--- config.mk ---
export PLATFORM = sky130hd
export DESIGN_NAME = wdt_timer_ctrl
export DESIGN_NICKNAME = d
export VERILOG_FILES = /design/src/rtl/wdt_pkg.sv /design/src/rtl/wdt_evt_irq.sv /design/src/rtl/wdt_osc_counter.sv /design/src/rtl/wdt_timer_ctrl.sv
export SDC_FILE = /design/constraint.sdc
export NUM_CORES = 1
export LEC_CHECK = 0
export BUFFER_PORTS_ARGS = -buffer_cell sky130_fd_sc_hd__buf_2
export CORE_MARGIN = 10
export CORE_UTILIZATION = 55
export CTS_BUF_LIST = sky130_fd_sc_hd__clkbuf_8
export DETAILED_ROUTE_END_ITERATION = 8
export GPL_TIMING_DRIVEN = 0
export PLACE_DENSITY = 0.81
export SLEW_MARGIN = 20
export SYNTH_ARGS = -nofsm -noshare
export SYNTH_HDL_FRONTEND = slang
export SYNTH_SLANG_ARGS = --single-unit
--- constraint.sdc ---
create_clock -name clock -period 2.6 [get_ports clock]
set_input_delay 0.13 -clock clock [delete_from_list [all_inputs] [get_ports clock]]
set_output_delay 0.13 -clock clock [all_outputs]
set_load 0.005 [all_outputs]
--- src/rtl/wdt_pkg.sv ---
// Shared constants and types for the watchdog timer control block.
// Assumes one system clock; the watchdog oscillator arrives as a tick pulse.
package wdt_pkg;
  localparam int          DATA_W         = 8;
  localparam int          ADDR_W         = 8;
  localparam int          CNT_W          = 20;
  localparam int          BASE_LOG2      = 11;
  localparam int          EVT_N          = 2;
  localparam int          OSC_HZ         = 128000;

  localparam logic [7:0]  CTRL_OFS       = 8'h60;
  localparam logic [7:0]  RSTAT_OFS      = 8'h64;
  localparam logic [7:0]  EVT_STAT_OFS   = 8'h68;
  localparam logic [7:0]  EVT_CLR_OFS    = 8'h6c;
  localparam logic [7:0]  EVT_EN_OFS     = 8'h70;

  localparam int          FLAG_BIT       = 7;
  localparam int          IE_BIT         = 6;
  localparam int          PS_HI_BIT      = 5;
  localparam int          CE_BIT         = 4;
  localparam int          RE_BIT         = 3;
  localparam int          PS_LO_MSB      = 2;
  localparam int          RST_FLAG_BIT   = 3;
  localparam int          EVT_TIMEOUT    = 0;
  localparam int          EVT_REFUSED    = 1;

  localparam logic [2:0]  CE_HOLD_CYCLES = 3'h4;
  localparam logic [3:0]  PS_MAX_CODE    = 4'h9;
  localparam logic [3:0]  PS_RST         = 4'h0;
  localparam logic        RE_RST         = 1'h0;
  localparam logic [1:0]  EVT_EN_RST     = 2'h0;

  typedef struct packed {
    logic [ADDR_W-1:0] addr;
    logic [DATA_W-1:0] wdata;
    logic              wr;
    logic              rd;
  } wdt_bus_req_type;

  typedef enum logic [1:0] {
    WDT_STOPPED  = 2'b00,
    WDT_IRQ      = 2'b01,
    WDT_RESET    = 2'b10,
    WDT_COMBINED = 2'b11
  } wdt_mode_type;
endpackage : wdt_pkg

--- src/rtl/wdt_evt_irq.sv ---
// Sticky event status, write-one-to-clear, enable mask and level interrupt.
// Assumes event inputs are one-cycle pulses.
module wdt_evt_irq #(
  parameter int N = wdt_pkg::EVT_N
) (
  input  wire logic         clock,
  input  wire logic         sys_rst,
  input  wire logic [N-1:0] evt,
  input  wire logic         clrWr,
  input  wire logic         enWr,
  input  wire logic [N-1:0] wdata,
  output logic      [N-1:0] status,
  output logic      [N-1:0] enable,
  output logic              irq
);
  typedef struct packed {
    logic [N-1:0] status;
    logic [N-1:0] enable;
    logic         irq;
  } wdt_irq_state_type;

  wdt_irq_state_type st_r;
  wdt_irq_state_type st_nxt;

  always_comb begin
    st_nxt = st_r;
    if (enWr) begin
      st_nxt.enable = wdata;
    end
    // An event in the clearing cycle survives the clear
    st_nxt.status = (st_r.status & ~(clrWr ? wdata : '0)) | evt;
    st_nxt.irq    = |(st_nxt.status & st_nxt.enable);
  end

  always_ff @(posedge clock or posedge sys_rst) begin
    if (sys_rst) begin
      st_r <= '{status: '0, enable: N'(wdt_pkg::EVT_EN_RST), irq: 1'b0};
    end else begin
      st_r <= st_nxt;
    end
  end

  assign status = st_r.status;
  assign enable = st_r.enable;
  assign irq    = st_r.irq;
endmodule : wdt_evt_irq

--- src/rtl/wdt_osc_counter.sv ---
// Watchdog period counter, advanced by oscillator ticks.
// Assumes oscTick is a one-cycle pulse synchronous to clock.
module wdt_osc_counter #(
  parameter int CNT_W = wdt_pkg::CNT_W
) (
  input  wire logic             clock,
  input  wire logic             sys_rst,
  input  wire logic             oscTick,
  input  wire logic             restart,
  input  wire logic             run,
  input  wire logic [CNT_W-1:0] limit,
  output logic                  expire
);
  typedef struct packed {
    logic [CNT_W-1:0] cnt;
    logic             expire;
  } wdt_cnt_state_type;

  wdt_cnt_state_type st_r;
  wdt_cnt_state_type st_nxt;

  always_comb begin
    st_nxt        = st_r;
    st_nxt.expire = 1'b0;
    // Restart beats a coincident tick so a late restart never times out
    if (restart || !run) begin
      st_nxt.cnt = '0; // [RULE18]
    end else if (oscTick) begin // [RULE13]
      if (st_r.cnt >= limit) begin
        st_nxt.cnt    = '0;
        st_nxt.expire = 1'b1;
      end else begin
        st_nxt.cnt = st_r.cnt + 1'b1;
      end
    end
  end

  always_ff @(posedge clock or posedge sys_rst) begin
    if (sys_rst) begin
      st_r <= '0;
    end else begin
      st_r <= st_nxt;
    end
  end

  assign expire = st_r.expire;
endmodule : wdt_osc_counter

--- src/rtl/wdt_timer_ctrl.sv ---
// Watchdog timer control: control/status register, timed change sequence,
// mode decode, time-out actions and the reset-cause flag.
// Assumes a single clock; oscTick, restartReq and vectorTaken are one-cycle
// pulses from the oscillator, the core and the interrupt controller.

// Operation
// [RULE1] Time-out in interrupt operation sets flag
// [RULE2] Vector taken or write-one clears flag
// [RULE3] Request irq when flag, enable, global set
// [RULE4] Interrupt-only mode interrupts every time-out
// [RULE5] Combined mode: first time-out sets flag
// [RULE6] Combined vector clears enable and flag
// [RULE7] Combined second time-out unserviced forces reset
// [RULE8] Software re-arms interrupt enable after servicing
// [RULE9] Clearing reset enable, prescaler need change-enable
// [RULE10] Change-enable self-clears after four clocks
// [RULE11] Reset-cause flag holds reset enable high
// [RULE12] Prescaler selects 2048 to 1048576 oscillator cycles
// [RULE13] Counter advances on watchdog oscillator ticks
// [RULE14] Fuse forces reset-only, interrupt enable zero
// [RULE15] Reset-only mode resets on time-out
// [RULE16] Software opens change window, writes within four
// [RULE17] Both enables clear: counter stopped, no action
// [RULE18] Restart instruction clears the counter
module wdt_timer_ctrl #(
  parameter int CNT_W = wdt_pkg::CNT_W
) (
  input  wire logic                    clock,
  input  wire logic                    sys_rst,
  input  wire wdt_pkg::wdt_bus_req_type busReq,
  output logic [wdt_pkg::DATA_W-1:0]   rdata,
  input  wire logic                    oscTick,
  input  wire logic                    restartReq,
  input  wire logic                    vectorTaken,
  input  wire logic                    globalIrqEnable,
  input  wire logic                    alwaysOnFuse,
  output logic                         wdtIrqReq,
  output logic                         wdtSysReset,
  output logic                         irq
);
  typedef struct packed {
    logic                       flag;
    logic                       ie;
    logic                       ce;
    logic                       re;
    logic [3:0]                 ps;
    logic [2:0]                 ceCnt;
    logic                       rstFlag;
    logic [wdt_pkg::DATA_W-1:0] rdata;
    logic                       irqReq;
    logic                       sysReset;
  } wdt_ctrl_state_type;

  wdt_ctrl_state_type         st_r;
  wdt_ctrl_state_type         st_nxt;
  wdt_pkg::wdt_mode_type      mode;
  logic                       reEff;
  logic                       ieEff;
  logic                       expire;
  logic                       refused;
  logic                       ctrlWr;
  logic                       rstatWr;
  logic [3:0]                 psEff;
  logic [3:0]                 psNew;
  logic [CNT_W-1:0]           limit;
  logic [wdt_pkg::EVT_N-1:0]  evtStatus;
  logic [wdt_pkg::EVT_N-1:0]  evtEnable;
  logic [wdt_pkg::DATA_W-1:0] ctrlView;

  // Reserved prescaler codes behave as the longest period
  assign psEff = (st_r.ps > wdt_pkg::PS_MAX_CODE) ? wdt_pkg::PS_MAX_CODE : st_r.ps;
  assign limit = CNT_W'(({1'b0, CNT_W'(1)} << (wdt_pkg::BASE_LOG2 + int'(psEff)))
                 - {1'b0, CNT_W'(1)}); // [RULE12]

  assign reEff = st_r.re | st_r.rstFlag | alwaysOnFuse; // [RULE11] [RULE14]
  assign ieEff = st_r.ie & ~alwaysOnFuse; // [RULE14]

  assign ctrlWr  = busReq.wr && (busReq.addr == wdt_pkg::CTRL_OFS);
  assign rstatWr = busReq.wr && (busReq.addr == wdt_pkg::RSTAT_OFS);
  assign psNew   = {busReq.wdata[wdt_pkg::PS_HI_BIT],
                    busReq.wdata[wdt_pkg::PS_LO_MSB:0]};

  assign ctrlView = {st_r.flag, ieEff, st_r.ps[3], st_r.ce, reEff, st_r.ps[2:0]};

  always_comb begin
    case ({reEff, ieEff})
      2'b01:   mode = wdt_pkg::WDT_IRQ; // [RULE4]
      2'b10:   mode = wdt_pkg::WDT_RESET; // [RULE15]
      2'b11:   mode = wdt_pkg::WDT_COMBINED;
      default: mode = wdt_pkg::WDT_STOPPED;
    endcase
  end

  wdt_osc_counter #(
    .CNT_W   (CNT_W)
  ) u_counter (
    .clock   (clock),
    .sys_rst (sys_rst),
    .oscTick (oscTick),
    .restart (restartReq | st_r.sysReset), // [RULE18]
    .run     (mode != wdt_pkg::WDT_STOPPED), // [RULE17]
    .limit   (limit),
    .expire  (expire)
  );

  always_comb begin
    st_nxt          = st_r;
    st_nxt.sysReset = 1'b0;
    refused         = 1'b0;

    // Change window countdown
    if (st_r.ceCnt != 3'h0) begin
      st_nxt.ceCnt = st_r.ceCnt - 3'h1;
      if (st_r.ceCnt == 3'h1) begin
        st_nxt.ce = 1'b0; // [RULE10]
      end
    end

    // Hardware clears on vector entry; combined mode drops to reset-only
    if (vectorTaken) begin
      st_nxt.flag = 1'b0; // [RULE2]
      if (mode == wdt_pkg::WDT_COMBINED) begin
        st_nxt.ie = 1'b0; // [RULE6]
      end
    end

    if (ctrlWr) begin
      if (busReq.wdata[wdt_pkg::FLAG_BIT]) begin
        st_nxt.flag = 1'b0; // [RULE2]
      end
      st_nxt.ie = busReq.wdata[wdt_pkg::IE_BIT] & ~alwaysOnFuse; // [RULE14]
      if (busReq.wdata[wdt_pkg::RE_BIT]) begin
        st_nxt.re = 1'b1;
      end else if (st_r.ce && !st_r.rstFlag && !alwaysOnFuse) begin
        st_nxt.re = 1'b0; // [RULE9] [RULE11] [RULE16]
      end else if (reEff) begin
        refused = 1'b1;
      end
      if (st_r.ce) begin
        st_nxt.ps = psNew; // [RULE9]
      end else if (psNew != st_r.ps) begin
        refused = 1'b1;
      end
      if (busReq.wdata[wdt_pkg::CE_BIT]) begin
        st_nxt.ce    = 1'b1;
        st_nxt.ceCnt = wdt_pkg::CE_HOLD_CYCLES; // [RULE10]
      end else begin
        // A write without change-enable consumes the open window
        st_nxt.ce    = 1'b0;
        st_nxt.ceCnt = 3'h0;
      end
    end

    // Time-out actions; a set here wins over any clear above
    if (expire) begin
      case (mode)
        wdt_pkg::WDT_IRQ: begin
          st_nxt.flag = 1'b1; // [RULE1] [RULE4]
        end
        wdt_pkg::WDT_RESET: begin
          st_nxt.sysReset = 1'b1; // [RULE15] [RULE14]
        end
        wdt_pkg::WDT_COMBINED: begin
          if (st_r.flag) begin
            st_nxt.sysReset = 1'b1; // [RULE7]
          end else begin
            st_nxt.flag = 1'b1; // [RULE5] [RULE1]
          end
        end
        default: begin
          st_nxt.sysReset = 1'b0; // [RULE17]
        end
      endcase
    end

    if (rstatWr && !busReq.wdata[wdt_pkg::RST_FLAG_BIT]) begin
      st_nxt.rstFlag = 1'b0;
    end
    if (st_nxt.sysReset) begin
      st_nxt.rstFlag = 1'b1;
    end
    // Reset enable is held set while the cause flag is set
    if (st_r.rstFlag) begin
      st_nxt.re = 1'b1; // [RULE11]
    end

    // Software must re-arm ie after each interrupt to stay combined
    st_nxt.irqReq = st_nxt.flag & st_nxt.ie & ~alwaysOnFuse
                    & globalIrqEnable; // [RULE3] [RULE8]

    st_nxt.rdata = '0;
    if (busReq.rd) begin
      case (busReq.addr)
        wdt_pkg::CTRL_OFS:     st_nxt.rdata = ctrlView;
        wdt_pkg::RSTAT_OFS:    st_nxt.rdata = 8'(st_r.rstFlag) << wdt_pkg::RST_FLAG_BIT;
        wdt_pkg::EVT_STAT_OFS: st_nxt.rdata = 8'(evtStatus);
        wdt_pkg::EVT_EN_OFS:   st_nxt.rdata = 8'(evtEnable);
        default:               st_nxt.rdata = 8'h00;
      endcase
    end
  end

  wdt_evt_irq #(
    .N       (wdt_pkg::EVT_N)
  ) u_events (
    .clock   (clock),
    .sys_rst (sys_rst),
    .evt     ({refused, expire}),
    .clrWr   (busReq.wr && (busReq.addr == wdt_pkg::EVT_CLR_OFS)),
    .enWr    (busReq.wr && (busReq.addr == wdt_pkg::EVT_EN_OFS)),
    .wdata   (busReq.wdata[wdt_pkg::EVT_N-1:0]),
    .status  (evtStatus),
    .enable  (evtEnable),
    .irq     (irq)
  );

  always_ff @(posedge clock or posedge sys_rst) begin
    if (sys_rst) begin
      st_r <= '{flag: 1'b0, ie: 1'b0, ce: 1'b0, re: wdt_pkg::RE_RST,
                ps: wdt_pkg::PS_RST, ceCnt: 3'h0, rstFlag: 1'b0,
                rdata: 8'h00, irqReq: 1'b0, sysReset: 1'b0};
    end else begin
      st_r <= st_nxt;
    end
  end

  assign rdata       = st_r.rdata;
  assign wdtIrqReq   = st_r.irqReq;
  assign wdtSysReset = st_r.sysReset;
endmodule : wdt_timer_ctrl

==> results.toml, run 1 <==
[sta]
final_hold_viol_count = 0
timing_worst_slew_pin_value_ps = 533.9
finClkSkew_ps = 7.046
post-route-worst-setup-slack_ps = 128.8
setup_viol = 0
fmax_mhz = 404.7
finalCriticalPeriod_ps = 2471
maxSlewViolCount = 0
final_clock_period_utilization_by_the_worst_path_pct = 95.05
relSlewSlack_pct = 64.35

[yosys]
synth_compound_gate_area_share_pct = 16.85
mux_share_of_post_synthesis_cell_area_pct = 3.726
synth_top_flop_cell = "sky130_fd_sc_hd__dfrtp_1"
yosys_warnings = 0
synth-edff-count = 0
post-synth-top-area-fraction_pct = 38.88
synth.largest_area_cell = "sky130_fd_sc_hd__dfrtp_1"
yosys.area_share.adder_pct = 10.13
post_synth_most_frequent_cells = "48 x sky130_fd_sc_hd__dfrtp_1, 31 x sky130_fd_sc_hd__nand2_1, 31 x sky130_fd_sc_hd__nor2_1, 25 x sky130_fd_sc_hd__ha_1, 18 x sky130_fd_sc_hd__nor3_1"
synthMostInstantiatedCell = "sky130_fd_sc_hd__dfrtp_1"
synth_xor_xnor_area_share_pct = 3.119
ys_seq_area_share_pct = 38.88
synthCells = 326
postSynthRegisterBits = 48
synth_simple_gate_area_share_pct = 21.59
synthTopCellsByArea = "sky130_fd_sc_hd__dfrtp_1 39%, sky130_fd_sc_hd__ha_1 10%, sky130_fd_sc_hd__a221o_1 3.9%"
ys_async_sr_fraction_pct = 100.0
cell_area_synth_um2 = 3089
average_size_of_a_mapped_cell_um2 = 9.476
synthDistinctLibCells = 50
synth_top_family_by_area = "simple AND/OR/NAND/NOR gates"

[floorplanning]
placeableCoreArea_um2 = 5473
die_w_um = 94.95
floorplan.initialDensity_pct = 56.45
pin_count = 36
num_rows = 27
die-height_um = 94.95
die-area_um2 = 9015

[status]
outcome = "finished, final reports clean"

[finish]
final_core_utilization_pct = 65.34
layout_cells_sized_above_1_pct = 22.55
layout.cell_area.non_filler_um2 = 3576
syn2layout_area_growth_pct = 15.76
fillerInstances = 465
antenna_cells = 0
nets = 427
stdcell_count = 449

[setup_path]
cp.buffers_inverters = 2
r2r-start = "ctrlView[2]"
critical_path.max_fanout = 11
regToRegSetupSlack_ps = 130
worst_setup_path_start_kind = "register"
worstPathCellList = "nor4_4, ha_1, nand4_1, o41ai_4, buf_4, nor2_4, clkbuf_4, a221o_1"
biggest_cell_delay_along_the_critical_path_ps = 500
crit-reg2reg-capture = "u_counter.st_r[5]"
crit_path_end_kind = "register"
critical-path-slowest-cell = "sky130_fd_sc_hd__dfrtp_2"
cp_top_family = "compound AO/OA/AOI/OAI gates"
required_ps = 2780
crit_type = "register to register"
critical_path_arrival_ps = 2660
reg2reg_depth = 8

[drt]
drt_first_iter_violations = 74
average_vias_per_placed_instance = 5.724
antenna_left = 0
wirelength_um = 6848
detailroute.via_count = 2570
remaining_drc_errors = 0
drt_pass_1_iters = 4
detail_route.wl_per_cell_um = 15.25

[clocking]
clk-insertion-delay-late_ps = 300
tritoncts.num_buffers = 5
cts_max_path_bufs = 2
clk_pin_slew_ps = 90
tritoncts_clock_tree = "yes"
clock_sink_count = 48
cts_max_level = 2
clockRootBuffer = "sky130_fd_sc_hd__clkbuf_8"

[global_routing]
grt_first_pass_wirelength_um = 11500
first_global_vias = 2511
gr-usage-all-layers_pct = 15.70
number_of_antenna_violations_at_the_first_check_in_global_routing = 0
global_route.usage.met3_pct = 3.093
met1_track_usage_gr_pct = 18.19
globalRoute.totalOverflow = 0
grt_util_met2_pct = 28.32
largest_net_degree_at_the_start_of_global_routing = 26
grt_busiest_layer = "met2"

[place]
placed_cells_incl_taps = 439
place_worst_setup_slack_ps = -360.7
detailedPlacementHpwl_um = 5123
numPortBuffers = 35
placed_area_um2 = 3393
place_congestion = 0.9072

[worst_hold_path]
class_of_the_worst_hold_path = "primary input to register"
min_delay_worst_endpoint = "st_r[13]"
timing.hold.worst.start = "busReq[6]"
holdPathStages = 3

[run]
drv.max_cap_violation_count = 0

[power_and_ir_drop]
power.density_nw_per_um2 = 449.8
ir_drop_mv = 0.3692
p_leak_nw = 1.792
-- per-layer routing --
metal  wire length [um]  up-vias
met5                  0        -
met4                 81        0
met3                422       10
met2               3335       69
met1               3008     1211
li1                   -     1280
-- per-stage QoR --
step / TNS (ps) / power, W / hold slack [ps]
global placement: -3531 / 0.001113 / 351.2
floorplan: 0 / 0.001044 / 259.8
CTS: 0 / 0.001608 / 58.83
detailed placement: -4717 / 0.001132 / 209.2
finish: 0 / 0.001609 / 61.47
global route: -11.83 / 0.001700 / 69.83
-- sequential cells by signal (all words and copies together) (netlist names) --
register and count:
u_counter.st_r 20, rdata 8, ctrlView 6, st_r 6, u_events.enable 2, u_events.status 2
u_counter.expire 1, u_events.irq 1, wdtIrqReq 1, wdtSysReset 1
-- cells in the final DEF (no fill, tap or decap), types with 7 or more instances in the layout --
cell and instances:
sky130_fd_sc_hd__a221o_1 12, sky130_fd_sc_hd__buf_2 37, sky130_fd_sc_hd__clkbuf_8 7, sky130_fd_sc_hd__nand3_1 7, sky130_fd_sc_hd__nand4_1 7, sky130_fd_sc_hd__nand2_1 30
sky130_fd_sc_hd__xor2_1 7, sky130_fd_sc_hd__a22o_1 8, sky130_fd_sc_hd__nor2_1 31, sky130_fd_sc_hd__o21ai_0 9, sky130_fd_sc_hd__a21oi_1 12, sky130_fd_sc_hd__nor3_1 18
sky130_fd_sc_hd__buf_4 13, sky130_fd_sc_hd__ha_1 25, sky130_fd_sc_hd__conb_1 7, sky130_fd_sc_hd__inv_1 14, sky130_fd_sc_hd__dfrtp_1 44, sky130_fd_sc_hd__nor4_1 8
-- worst max path at each step --
stage                     cells after the start  slack [ps]         from                 end
after floorplan                               9          90  ctrlView[1]   u_counter.st_r[8]
after global placement                       11        -270  ctrlView[5]   u_counter.st_r[5]
after detailed placement                     11        -360  ctrlView[5]   u_counter.st_r[6]
after CTS                                    11          10  ctrlView[1]   u_counter.st_r[8]
after global routing                         10          -6  ctrlView[1]  u_counter.st_r[11]
final                                         8         130  ctrlView[2]   u_counter.st_r[5]
-- where the power goes --
part           switching, W  internal (W)
Combinational      0.000176      0.000129
Clock              0.000242      0.000237
Sequential        0.0000352      0.000789
-- logic make-up after synthesis --
kind of cell,Yosys count
other cells,2
mux,10
fa+ha+maj,25
compound gates,68
simple gates,126
buf+inv,36
xor+xnor,11
flops,48
-- final cells by class --
cell class              instances  area [um2]  area share, %
plain buffers                  17       103.9          2.904
clock buffers                   7       96.34          2.694
inverters                      15       56.30          1.575
multi-input cells             247        1775          49.65
flip-flops and latches         48        1206          33.73
well taps                      72       90.09          2.519
repair buffers                 43       247.7          6.928
-- timing repair --
action,in CTS,in global routing
hold buffers,1,0
hold endpoints to repair,23,0
pin swaps,2,2
gates resized for setup,4,13
gates cloned,0,0
setup buffers,3,3
endpoints found under the setup margin,20,20
-- worst register-to-register path, delay by kind of cell (launching register included) --
kind	cells	cell delay [ps]
AOI/OAI and AO/OA	2	750
adders and majority gates	1	200
buffers and inverters	2	380
DFF	1	500
and+or+nand+nor	3	520
Power figures use the tool's default switching activity.
==> run 2: changes to the inputs <==
Settings changed: CELL_PAD_IN_SITES_DETAIL_PLACEMENT from default to 1, CELL_PAD_IN_SITES_GLOBAL_PLACEMENT from default to 2, CORE_UTILIZATION 55 to 34, PLACE_DENSITY 0.81 to 0.8.
==> run 2 against run 1 <==
Compared with the run above:
- total power increased by 0.30%
- final cell count increased by 10%
- first-iteration DRC count increased by 28%
- cell area increased by 3.6%
- highest routed layer unchanged
==> results.toml, run 2 (same netlist as run 1, synthesis figures left out) <==
[setup_path]
crit_path_end_kind = "register"
r2r-start = "ctrlView[5]"
cp-startpoint = "ctrlView[5]"
regToRegSetupSlack_ps = 90
worst_setup_path_start_kind = "register"
required_ps = 2790
crit-reg2reg-capture = "u_counter.st_r[3]"
critical_path.max_fanout = 6
crit_type = "register to register"
crit_end = "u_counter.st_r[3]"
reg2reg_depth = 10
critical_path_arrival_ps = 2700

[power_and_ir_drop]
fin_total_pwr_w = 0.001613
ir_drop_mv = 0.1928
power.density_nw_per_um2 = 435.4
p_leak_nw = 1.841

[drt]
remaining_drc_errors = 0
detailroute.via_count = 2626
antenna_left = 0
drt_first_iter_violations = 95
drt_pass_1_iters = 4
wirelength_um = 8296
average_vias_per_placed_instance = 5.305
detail_route.wl_per_cell_um = 16.76

[sta]
maxSlewViolCount = 0
setup_viol = 0
fmax_mhz = 398.0
grt_setup_unrepaired = "yes"
final_hold_viol_count = 0
final_clock_period_utilization_by_the_worst_path_pct = 96.64
timing_worst_slew_pin_value_ps = 575.4
setup_tns_after_final_layout_ps = 0
finClkSkew_ps = 9.036
relSlewSlack_pct = 61.64
finalCriticalPeriod_ps = 2513

[floorplanning]
placeableCoreArea_um2 = 8763
die-height_um = 115.3
die_w_um = 115.3
pin_count = 36
floorplan.initialDensity_pct = 35.25
num_rows = 34
die-area_um2 = 13300

[finish]
largest_register_ff_count = 20
antenna_cells = 0
most_frequent_cells_in_the_layout = "44 x sky130_fd_sc_hd__dfrtp_1, 37 x sky130_fd_sc_hd__buf_2, 31 x sky130_fd_sc_hd__nor2_1"
nets = 436
mostFrequentLayoutCell = "sky130_fd_sc_hd__dfrtp_1"
syn2layout_area_growth_pct = 19.97
final_core_utilization_pct = 42.29
largest_register = "u_counter.st_r"
layout_cells_sized_above_1_pct = 25.84
layout.cell_area.non_filler_um2 = 3706

[worst_hold_path]
class_of_the_worst_hold_path = "primary input to register"

[place]
place_congestion = 0.8018
placed_area_um2 = 3438
detailedPlacementHpwl_um = 6213
numPortBuffers = 35

[run]
drv.max_cap_violation_count = 0

[status]
outcome = "finished, final reports clean"

[global_routing]
grt_first_pass_wirelength_um = 13920
number_of_antenna_violations_at_the_first_check_in_global_routing = 0
largest_net_degree_at_the_start_of_global_routing = 34
gr-usage-all-layers_pct = 12.72
globalRoute.totalOverflow = 0
first_global_vias = 2729

[clocking]
cts_max_level = 2
clk-insertion-delay-late_ps = 300
clock_sink_count = 48
tritoncts.num_buffers = 5
clockRootBuffer = "sky130_fd_sc_hd__clkbuf_8"
tritoncts_clock_tree = "yes"
clk_pin_slew_ps = 90
cts_max_path_bufs = 2
## run 2: cell count changes in the layout (fill, tap and decap cells not counted), moves of 2 or more
cell and change:
sky130_fd_sc_hd__nor4_2 +2, sky130_fd_sc_hd__buf_4 +12, sky130_fd_sc_hd__nor3_1 -2, sky130_fd_sc_hd__clkbuf_4 -2, sky130_fd_sc_hd__clkinv_2 +2, sky130_fd_sc_hd__nor3_2 +2
## run 2: layer usage
layer / up-vias / GRT usage [%] / part of all wire [%]
li1: 1290 / - / -
met1: 1293 / 15.38 / 44
met2: 37 / 22.75 / 52
met3: 6 / 2.604 / 3.8
met4: 0 / 2.475 / 0.57
met5: - / 0 / 0
## run 2: area by class of cell
class,instances,area [um2]
Fill cell,1018,5057
Multi-Input combinational cell,247,1794
Sequential cell,48,1206
Timing Repair Buffer,52,315.3
Tap cell,108,135.1
Buffer,17,106.4
Clock buffer,6,82.58
Inverter,15,56.30
Clock inverter,2,10.01
## run 2: how the worst min path moves through the flow
stage          startpoint            endpoint  slack [ps]  cells past startpoint
6_report        busReq[6]            st_r[13]          50                      3
5_1_grt         busReq[8]            st_r[20]          90                      2
4_1_cts         busReq[6]            st_r[13]          50                      3
3_5_place_dp      sys_rst  u_counter.st_r[16]         150                      2
3_3_place_gp    busReq[6]            st_r[13]         360                      3
2_1_floorplan   busReq[6]         ctrlView[4]         260                      2
## run 2: metrics by stage
stage / worst slack, ps / cells / hold slack (ps)
floorplan: 86.84 / 331 / 259.8
global placement: -448.7 / 474 / 361.4
detailed placement: -513.3 / 475 / 146.0
CTS: 22.58 / 483 / 49.45
global route: -55.05 / 495 / 90.12
finish: 87.48 / 495 / 49.01
## run 2: timing repair
action,4_1_cts,5_1_grt
pin swaps,2,4
resized for setup,7,16
setup endpoints to repair,21,20
endpoints found under the hold margin,15,0
setup buffers,3,12
hold buffers,1,0
## run 2: critical path: stages, from the launching register on
cell,delay [ps]
sky130_fd_sc_hd__dfrtp_2,430
sky130_fd_sc_hd__buf_2,190
sky130_fd_sc_hd__inv_1,100
sky130_fd_sc_hd__ha_1,310
sky130_fd_sc_hd__nand4_1,170
sky130_fd_sc_hd__buf_4,190
sky130_fd_sc_hd__o41ai_4,270
sky130_fd_sc_hd__buf_4,190
sky130_fd_sc_hd__nor2_4,40
sky130_fd_sc_hd__buf_4,160
sky130_fd_sc_hd__a311o_1,350
## run 2: power breakdown
| part | total, W | switching (W) | internal, W |
|---|---|---|---|
| Sequential | 0.000824 | 0.0000355 | 0.000789 |
| Clock | 0.000472 | 0.000259 | 0.000213 |
| Combinational | 0.000317 | 0.000184 | 0.000133 |
| Total | 0.00161 | 0.000479 | 0.00113 |
